[src/irq_pkg.sv]
// Purpose: shared constants for the pin request and vector priority block
// Assumes: 32-bit AHB-Lite register bus, one word per register
// Notes: vector n sits at a two-byte slot below the top of memory
package irq_pkg;

  // Register byte offsets (low address byte)
  localparam logic [7:0] OFS_PIN_CTRL = 8'h00;
  localparam logic [7:0] OFS_MASK = 8'h04;
  localparam logic [7:0] OFS_STATUS = 8'h08;

  // Field positions in the pin control word
  localparam int BIT_MODE = 0;
  localparam int BIT_IE = 1;
  localparam int BIT_ACK = 2;
  localparam int BIT_FLAG = 3;
  localparam int BIT_PE = 4;
  localparam int BIT_EDG = 5;

  // Field positions in the mask and status words
  localparam int BIT_GMASK = 0;
  localparam int STAT_VEC_LSB = 0;
  localparam int STAT_REQ_BIT = 8;
  localparam int STAT_LVL_BIT = 9;

  // Values after reset
  localparam logic CTRL_RST = 1'b0;
  localparam logic GMASK_RST = 1'b1;
  localparam logic [31:0] RDATA_RST = 32'h0000_0000;

  // Vector numbering and slot layout
  localparam int NUM_VEC = 32;
  localparam int VEC_PERIPH_LO = 3;
  localparam logic [4:0] VEC_RESET = 5'h00;
  localparam logic [4:0] VEC_SWI = 5'h01;
  localparam logic [4:0] VEC_PIN = 5'h02;
  localparam logic [15:0] VEC_TOP = 16'hFFFE;

  // Bus encodings
  localparam logic [2:0] HSIZE_WORD = 3'h2;

  // Address of the high byte of vector n
  function automatic logic [15:0] vec_slot_addr(input logic [4:0] n);
    return VEC_TOP - {10'h000, n, 1'b0};
  endfunction

endpackage

[src/pin_irq_ctrl.sv]
// Purpose: request pin detection, global mask and vector priority selection
// Assumes: AHB-Lite master issues single word transfers with IDLE data phases
// Notes: zero-wait slave, read data registered in the address phase
// Notes on behaviour
// - Pin detects events only while function enabled
// - Polarity bit picks asserted edge and level
// - Mode bit picks edge-only or edge-and-level
// - Local enable picks interrupt or polling only
// - Rising polarity swaps pullup for pulldown
// - Pin level offered to branch instructions
// - Deasserted-to-asserted transition sets the event flag
// - Level mode holds flag while pin asserted
// - Sources set flags; enabled ones reach core
// - Core acceptance stacks state and sets mask
// - Lowest vector number wins, reset first
// - Vector n slot at top minus 2n
// - High byte at lower address, low next
// - Polarity 0 falling/low, 1 rising/high
// - Write-only acknowledge clears the event flag
// - Global mask set after any reset
//
// The implementer's own choices: the register offsets and the AHB-Lite register port.
module pin_irq_ctrl (
  // Bus clock and reset
  input wire logic hclk,
  input wire logic hresetn,
  // AHB-Lite slave port
  input wire logic hsel,
  input wire logic [31:0] haddr,
  input wire logic [1:0] htrans,
  input wire logic hwrite,
  input wire logic [2:0] hsize,
  input wire logic [31:0] hwdata,
  input wire logic hready,
  output logic [31:0] hrdata,
  output logic hreadyout,
  output logic hresp,
  // External request pin and pad pulls
  input wire logic req_pin,
  output logic pull_up_en,
  output logic pull_down_en,
  // Other vector sources, already gated by their own enables
  input wire logic swi_req,
  input wire logic [irq_pkg::NUM_VEC-1:irq_pkg::VEC_PERIPH_LO] periph_req,
  // Core side
  input wire logic vec_ack,
  output logic pin_level,
  output logic int_req,
  output logic int_mask,
  output logic [4:0] vec_num,
  output logic [15:0] vec_addr_hi,
  output logic [15:0] vec_addr_lo
);
  import irq_pkg::*;

  logic take;
  logic wr_pend_ff;
  logic [7:0] wr_addr_ff;
  logic [31:0] hrdata_ff;
  logic [31:0] nxt_rdata;
  logic pe_ff;
  logic edg_ff;
  logic mode_ff;
  logic ie_ff;
  logic flag_ff;
  logic mask_ff;
  logic boot_ff;
  logic pin_s;
  logic asserted;
  logic prev_asr_ff;
  logic set_evt;
  logic ack_wr;
  logic mask_wr;
  logic ctrl_wr;
  logic pin_req;
  logic [NUM_VEC-1:0] pend;
  logic sel_valid;
  logic [4:0] sel_num;
  logic int_req_ff;
  logic [4:0] vec_num_ff;
  logic pin_level_ff;
  logic pull_up_ff;
  logic pull_down_ff;

  // Pin synchroniser, detection only looks at its second stage
  pin_sync u_sync (
    .hclk(hclk),
    .hresetn(hresetn),
    .pin_raw(req_pin),
    .pin_sync_out(pin_s)
  );

  // Address phase acceptance; only whole words are honoured
  assign take = hsel & hready & htrans[1] & (hsize == HSIZE_WORD);

  // Write address latched for the data phase
  always_ff @(posedge hclk or negedge hresetn)
  begin
    if (!hresetn)
    begin
      wr_pend_ff <= 1'b0;
      wr_addr_ff <= 8'h00;
    end
    else
    begin
      wr_pend_ff <= take & hwrite;
      wr_addr_ff <= haddr[7:0];
    end
  end

  // Data phase write strobes
  assign ctrl_wr = wr_pend_ff & (wr_addr_ff == OFS_PIN_CTRL);
  assign mask_wr = wr_pend_ff & (wr_addr_ff == OFS_MASK);
  assign ack_wr = ctrl_wr & hwdata[BIT_ACK];

  // Read mux; unmapped offsets read zero, acknowledge reads zero
  always_comb
  begin
    nxt_rdata = RDATA_RST;
    unique case (haddr[7:0])
      OFS_PIN_CTRL:
      begin
        nxt_rdata[BIT_MODE] = mode_ff;
        nxt_rdata[BIT_IE] = ie_ff;
        nxt_rdata[BIT_FLAG] = flag_ff;
        nxt_rdata[BIT_PE] = pe_ff;
        nxt_rdata[BIT_EDG] = edg_ff;
      end
      OFS_MASK:
      begin
        nxt_rdata[BIT_GMASK] = mask_ff;
      end
      OFS_STATUS:
      begin
        nxt_rdata[STAT_VEC_LSB +: 5] = vec_num_ff;
        nxt_rdata[STAT_REQ_BIT] = int_req_ff;
        nxt_rdata[STAT_LVL_BIT] = pin_level_ff;
      end
      default:
      begin
        nxt_rdata = RDATA_RST;
      end
    endcase
  end

  // Read data captured at the address phase edge, stands in the data phase
  always_ff @(posedge hclk or negedge hresetn)
  begin
    if (!hresetn)
    begin
      hrdata_ff <= RDATA_RST;
    end
    else if (take & ~hwrite)
    begin
      hrdata_ff <= nxt_rdata;
    end
  end

  // Zero-wait slave, never an error
  assign hrdata = hrdata_ff;
  assign hreadyout = 1'b1;
  assign hresp = 1'b0;

  // Pin configuration bits written by software
  always_ff @(posedge hclk or negedge hresetn)
  begin
    if (!hresetn)
    begin
      pe_ff <= CTRL_RST;
      edg_ff <= CTRL_RST;
      mode_ff <= CTRL_RST;
      ie_ff <= CTRL_RST;
    end
    else if (ctrl_wr)
    begin
      pe_ff <= hwdata[BIT_PE];
      edg_ff <= hwdata[BIT_EDG];
      mode_ff <= hwdata[BIT_MODE];
      ie_ff <= hwdata[BIT_IE];
    end
  end

  // Asserted sense: 0 means low/falling, 1 means high/rising
  assign asserted = edg_ff ? pin_s : ~pin_s;

  // Previous asserted state; a polarity change may look like an edge
  always_ff @(posedge hclk or negedge hresetn)
  begin
    if (!hresetn)
    begin
      prev_asr_ff <= 1'b0;
    end
    else
    begin
      prev_asr_ff <= asserted;
    end
  end

  // Edge always counts; level also counts in edge-and-level mode
  assign set_evt = pe_ff & asserted & (~prev_asr_ff | mode_ff);

  // Event flag; a set in the same cycle as the acknowledge wins
  always_ff @(posedge hclk or negedge hresetn)
  begin
    if (!hresetn)
    begin
      flag_ff <= 1'b0;
    end
    else if (set_evt)
    begin
      flag_ff <= 1'b1;
    end
    else if (ack_wr)
    begin
      flag_ff <= 1'b0;
    end
  end

  // Only an enabled flag goes forward; otherwise it is left for polling
  assign pin_req = flag_ff & ie_ff;

  // Global mask: set by reset and by core acceptance, else software
  always_ff @(posedge hclk or negedge hresetn)
  begin
    if (!hresetn)
    begin
      mask_ff <= GMASK_RST;
    end
    else if (vec_ack)
    begin
      mask_ff <= 1'b1;
    end
    else if (mask_wr)
    begin
      mask_ff <= hwdata[BIT_GMASK];
    end
  end

  // Reset vector stays pending until the core takes its first vector
  always_ff @(posedge hclk or negedge hresetn)
  begin
    if (!hresetn)
    begin
      boot_ff <= 1'b1;
    end
    else if (vec_ack)
    begin
      boot_ff <= 1'b0;
    end
  end

  // Pending word: maskable sources gated by the global mask
  assign pend = {periph_req & {(NUM_VEC - VEC_PERIPH_LO){~mask_ff}},
                 pin_req & ~mask_ff, swi_req, boot_ff};

  vector_select u_sel (
    .pend(pend),
    .sel_valid(sel_valid),
    .sel_num(sel_num)
  );

  // Request and vector registered toward the core
  always_ff @(posedge hclk or negedge hresetn)
  begin
    if (!hresetn)
    begin
      int_req_ff <= 1'b0;
      vec_num_ff <= VEC_RESET;
    end
    else
    begin
      int_req_ff <= sel_valid;
      vec_num_ff <= sel_num;
    end
  end

  assign int_req = int_req_ff;
  assign int_mask = mask_ff;
  assign vec_num = vec_num_ff;
  // High byte at the slot base, low byte one above
  assign vec_addr_hi = vec_slot_addr(vec_num_ff);
  assign vec_addr_lo = vec_addr_hi + 16'h0001;

  // Pin level for branch tests and pad pull choice
  always_ff @(posedge hclk or negedge hresetn)
  begin
    if (!hresetn)
    begin
      pin_level_ff <= 1'b1;
      pull_up_ff <= 1'b0;
      pull_down_ff <= 1'b0;
    end
    else
    begin
      pin_level_ff <= pe_ff ? pin_s : 1'b1;
      pull_up_ff <= pe_ff & ~edg_ff;
      pull_down_ff <= pe_ff & edg_ff;
    end
  end

  assign pin_level = pin_level_ff;
  assign pull_up_en = pull_up_ff;
  assign pull_down_en = pull_down_ff;

  // Checks on the detection path
  a_flag_on_edge: assert property (@(posedge hclk) disable iff (!hresetn)
    pe_ff && asserted && !prev_asr_ff |=> flag_ff)
    else $error("edge did not set event flag");

  a_level_hold: assert property (@(posedge hclk) disable iff (!hresetn)
    pe_ff && mode_ff && asserted && ack_wr |=> flag_ff)
    else $error("flag cleared while level asserted");

  a_no_event_off: assert property (@(posedge hclk) disable iff (!hresetn)
    !pe_ff && !flag_ff |=> !flag_ff)
    else $error("flag set while pin disabled");

  a_low_sense: assert property (@(posedge hclk) disable iff (!hresetn)
    pe_ff && !edg_ff && !pin_s && $past(pin_s) && $stable(edg_ff) |=> flag_ff)
    else $error("falling edge missed at polarity 0");

  a_pull_select: assert property (@(posedge hclk) disable iff (!hresetn)
    pe_ff && edg_ff ##1 $stable(pe_ff) && $stable(edg_ff) |-> pull_down_en && !pull_up_en)
    else $error("pulldown not chosen for rising sense");

  // Checks on mask and vector delivery
  a_mask_reset: assert property (@(posedge hclk) disable iff (!hresetn)
    $rose(hresetn) |-> int_mask && vec_num == VEC_RESET)
    else $error("mask clear after reset");

  a_mask_on_ack: assert property (@(posedge hclk) disable iff (!hresetn)
    vec_ack |=> int_mask && !boot_ff)
    else $error("mask not set on acceptance");

  a_pin_vector: assert property (@(posedge hclk) disable iff (!hresetn)
    flag_ff && ie_ff && !mask_ff && !swi_req && !boot_ff
    |=> int_req && vec_num == VEC_PIN && vec_addr_hi == 16'hFFFA)
    else $error("pin vector not presented");

  a_no_forward: assert property (@(posedge hclk) disable iff (!hresetn)
    !ie_ff && !boot_ff && !swi_req && (mask_ff || periph_req == '0) |=> !int_req)
    else $error("request forwarded without enable");

  a_slot_pair: assert property (@(posedge hclk) disable iff (!hresetn)
    vec_num == VEC_SWI |-> vec_addr_hi == 16'hFFFC && vec_addr_lo == 16'hFFFD)
    else $error("vector slot bytes misplaced");

  // Main scenarios
  c_pin_irq: cover property (@(posedge hclk) disable iff (!hresetn)
    int_req && vec_num == VEC_PIN ##1 vec_ack);
  c_level_ack: cover property (@(posedge hclk) disable iff (!hresetn)
    mode_ff && ack_wr && asserted);
  c_poll_only: cover property (@(posedge hclk) disable iff (!hresetn)
    flag_ff && !ie_ff && !mask_ff);

endmodule

[src/pin_sync.sv]
// Purpose: two-stage synchroniser for the external request pin
// Assumes: pin is asynchronous to hclk
// Notes: only the second stage may be read by other logic
module pin_sync (
  // Clock and reset
  input wire logic hclk,
  input wire logic hresetn,
  // Raw and synchronised level
  input wire logic pin_raw,
  output logic pin_sync_out
);

  logic meta_ff;
  logic sync_ff;

  // Two flops in series, nothing taps the first
  always_ff @(posedge hclk or negedge hresetn)
  begin
    if (!hresetn)
    begin
      meta_ff <= 1'b1;
      sync_ff <= 1'b1;
    end
    else
    begin
      meta_ff <= pin_raw;
      sync_ff <= meta_ff;
    end
  end

  assign pin_sync_out = sync_ff;

endmodule

[src/vector_select.sv]
// Purpose: fixed-priority pick of the lowest pending vector number
// Assumes: bit n of the request word is vector n
// Notes: vector 0 wins over all others
module vector_select (
  // Pending requests, one bit per vector
  input wire logic [irq_pkg::NUM_VEC-1:0] pend,
  // Selected vector
  output logic sel_valid,
  output logic [4:0] sel_num
);
  import irq_pkg::*;

  // Scan from the top so the lowest set bit is the last to win
  function automatic logic [4:0] lowest_set(input logic [NUM_VEC-1:0] v);
    logic [4:0] r;
    r = 5'h00;
    for (int i = NUM_VEC - 1; i >= 0; i--)
    begin
      if (v[i])
      begin
        r = 5'(i);
      end
    end
    return r;
  endfunction

  // Lower number means higher priority
  assign sel_valid = |pend;
  assign sel_num = lowest_set(pend);

endmodule
[config.mk]
export PLATFORM = sky130hd
export DESIGN_NAME = pin_irq_ctrl
export DESIGN_NICKNAME = d
export VERILOG_FILES = /design/src/irq_pkg.sv /design/src/pin_irq_ctrl.sv /design/src/pin_sync.sv /design/src/vector_select.sv
export SDC_FILE = /design/constraint.sdc
export NUM_CORES = 1
export LEC_CHECK = 0
export ABC_AREA = 1
export BUFFER_PORTS_ARGS = -buffer_cell sky130_fd_sc_hd__buf_2
export CORE_MARGIN = 3
export CORE_UTILIZATION = 42
export CTS_CLUSTER_DIAMETER = 120
export CTS_CLUSTER_SIZE = 40
export DETAILED_ROUTE_END_ITERATION = 10
export GPL_ROUTABILITY_DRIVEN = 0
export PLACE_DENSITY = 0.87
export SYNTH_ARGS = -nofsm -noshare
export SYNTH_HDL_FRONTEND = slang
export SYNTH_SLANG_ARGS = --single-unit
[constraint.sdc]
create_clock -name hclk -period 4.4 [get_ports hclk]
set_clock_uncertainty 0.15 [all_clocks]
set_input_delay 0 -clock hclk [delete_from_list [all_inputs] [get_ports hclk]]
set_output_delay 0 -clock hclk [all_outputs]
set_load 0.02 [all_outputs]
==> results.sh <==
export IMPL_outcome="finished with violations"
export IMPL_violations="negative hold slack"
export IMPL_wl_per_cell_microns=11.1
export IMPL_ios=182
export IMPL_wl_microns=4960
export IMPL_drive_above_1_share_pct=26.5
export IMPL_worstSetupPathType="flip-flop to flip-flop"
export IMPL_ys_ff_latch=36
export IMPL_reg2reg_from="int_mask"
export IMPL_drtIter0Drc=70
export IMPL_cts_sinks=36
export IMPL_ctsRootBufferMaster="clkbuf_8"
export IMPL_final_core_util_pct=56.5
export IMPL_cp_slowest_cell="dlygate4sd3_1"
export IMPL_tightest_slew_ns=0.759
export IMPL_startpoint_type="flip-flop"
export IMPL_whs_ns=-0.000585
export IMPL_critPathLaunch="int_mask"
export IMPL_power_density_nw_per_um2=252
export IMPL_multiInputGateArea_sq_um=930
export IMPL_grt_pass1_wl_microns=7900
export IMPL_hold_viol_final=1
export IMPL_fill_cells=434
export IMPL_clk_latency_ns=0.28
export IMPL_grt_met1_usage_pct=18.2
export IMPL_cts_max_level=2
export IMPL_final_cell_area_sq_um=2740
export IMPL_synth_warnings=0
export IMPL_rsz0062_at_grt="no"
export IMPL_setup_viol=0
export IMPL_remaining_drc_errors=0
export IMPL_grt_use_met3_pct=3.60
export IMPL_cts_buffers=5
export IMPL_min_period_ns=3.18
export IMPL_worstPathRequired_ns=4.46
export IMPL_max_vdd_ir_drop_v=0.000113
export IMPL_netlist_area_sq_um=2160
export IMPL_vias_per_cell=4.34
export IMPL_final_nets=486
export IMPL_worstPathMaxFanout=40
export IMPL_hp_start="periph_req[6]"
export IMPL_cts_setup_buffers=0
export IMPL_placed_area_sq_um=2400
export IMPL_fin_crit_sh_pct=72.4
export IMPL_drv_cap=0
export IMPL_met2_usage_pct=29.5
export IMPL_worst_path_largest_cell_delay_ns=0.54
export IMPL_clk_pin_slew_worst_paths_ns=0.06
export IMPL_leakagePower_uw=0.00152
export IMPL_seqCellArea_sq_um=907
export IMPL_grt_antenna_before_repair=0
export IMPL_seq_area_frac_synth_pct=42.0
export IMPL_final_setup_tns_ns=0
export IMPL_cts_tree="done"
export IMPL_area_growth_pct=26.8
export IMPL_grt_overflow_total=0
export IMPL_grt_pass1_vias=1851
export IMPL_maxSlewViolCount=0
export IMPL_synthCells=278
export IMPL_slew_headroom_pct=48.9
export IMPL_rows=25
export IMPL_die_w_microns=77.8
export IMPL_fmax_mhz=314
export IMPL_synth_avg_cell_area_sq_um=7.78
export IMPL_worstPathArrival_ns=3.25
export IMPL_first_pass_iters=4
export IMPL_via_count=1946
export IMPL_start_util_pct=44.6
export IMPL_io_buffers=81
export IMPL_grt_total_usage_pct=16.4
export IMPL_clockBufferDepth=2
export IMPL_hp_class="primary input to flip-flop"
export IMPL_dp_hpwl_microns=3830
export IMPL_cp_common_cell="nand2_1"
export IMPL_grt_max_degree=41
export IMPL_die_area_sq_um=6050
export IMPL_end_kind="flip-flop"
export IMPL_synth_cell_types=30
export IMPL_antennaDiodeCount=0
export IMPL_coreArea_sq_um=4850
export IMPL_die_h_microns=77.8
export IMPL_detail_route_antenna_nets=0
export IMPL_top_usage_layer="met2"
-- synthesized netlist by cell type --
cell      count  area share, %
nand2_2       1           0.29
buf_6         1           0.52
a21oi_1       6            1.4
a311o_1       1           0.46
nor2_1       17            3.0
conb_1        2           0.35
buf_4        53             18
nor4_1        4            1.2
buf_2         2           0.46
clkinv_1      1           0.17
mux2_2        4            2.1
nand2_1      89             15
a311oi_1      1           0.41
nor3_1        3           0.69
o31ai_1       1           0.35
clkbuf_1      1           0.17
or3_1         1           0.29
or2_2         2           0.58
o22ai_1       2           0.58
a32o_1        1           0.46
nand3b_1      1           0.35
nand3_1       8            1.9
inv_2         1           0.17
a21oi_2       1           0.41
o21ai_0      17            3.9
dfrtp_1      31             36
dfstp_2       5            6.1
inv_1        18            3.1
nand4_1       2           0.58
xnor2_1       1           0.41
-- layout by cell type (no fill, tap or decap), drive strengths merged, types with 2 or more instances in the layout --
cell | netlist | final
buf | 56 | 81
inv | 19 | 19
nor4 | 4 | 4
nand3 | 8 | 8
o22ai | 2 | 2
conb | 2 | 48
dfstp | 5 | 5
nor2 | 17 | 17
o21ai | 17 | 17
dlygate4sd3 | 0 | 25
or2 | 2 | 2
a21oi | 7 | 7
nand2 | 90 | 90
dfrtp | 31 | 31
nand4 | 2 | 2
mux2 | 4 | 4
clkbuf | 1 | 8
nor3 | 3 | 3
-- layer usage --
| metal | vias up | part of all wire (%) | wire length [microns] |
|---|---|---|---|
| met5 | - | 0 | 0 |
| met4 | 0 | 2.9 | 146 |
| met3 | 14 | 7.6 | 378 |
| met2 | 95 | 51 | 2500 |
| met1 | 852 | 39 | 1930 |
| li1 | 985 | - | - |
-- where the power goes --
part / internal, uW / total (uW) / switching [uW]
logic: 38.4 / 111 / 72.1
clock network: 127 / 229 / 102
registers: 344 / 350 / 6.24
total: 510 / 690 / 180
-- kinds of logic after synthesis --
group,count (synthesis),share of synthesized area (%)
AO/OA/AOI/OAI,30,7.99
XOR/XNOR,1,0.405
buffers and inverters,77,23.0
flip-flops,36,42.0
multiplexers,4,2.08
other,2,0.347
AND/OR/NAND/NOR,128,24.2
-- final timing paths --
path,to,slack (ns),depth (start not counted)
hold / removal,int_req,-0.0006,5
min in group asynchronous,wr_addr_ff[3],0.17,2
hold reg to reg,u_sync.pin_sync_out,0.21,0
setup reg to reg,vec_num[0],1.22,32
setup / recovery,vec_num[0],1.22,32
max in group asynchronous,vec_num[1],3.45,2
-- stage by stage --
step	power [uW]	hold slack, ns	worst slack (ns)	std cells
after floorplan	442	-0.446	2.17	324
after global placement	447	-0.0554	1.81	415
after detailed placement	451	-0.0377	1.72	415
after CTS	696	0.0139	1.17	448
after global routing	723	0.0561	0.765	448
final	690	-0.000585	1.22	448
-- final cells by class --
type	count	area share [%]
Multi-Input combinational cell	211	33.9
Clock buffer	8	3.29
Tap cell	67	3.06
Timing Repair Buffer	106	23.9
Inverter	20	2.74
Sequential cell	36	33.1
-- critical path: cells and delay by family, from the launching register on --
kind	cells	cell delay (ns)
simple gates	29	1.58
buf+inv	2	0.94
flops	1	0.37
compound gates	1	0.11
-- what timing repair did --
action | CTS | global route
hold endpoints to repair | 60 | 0
gates resized for setup | 0 | 0
hold buffers | 25 | 0
(Power assumes the default switching activity.)
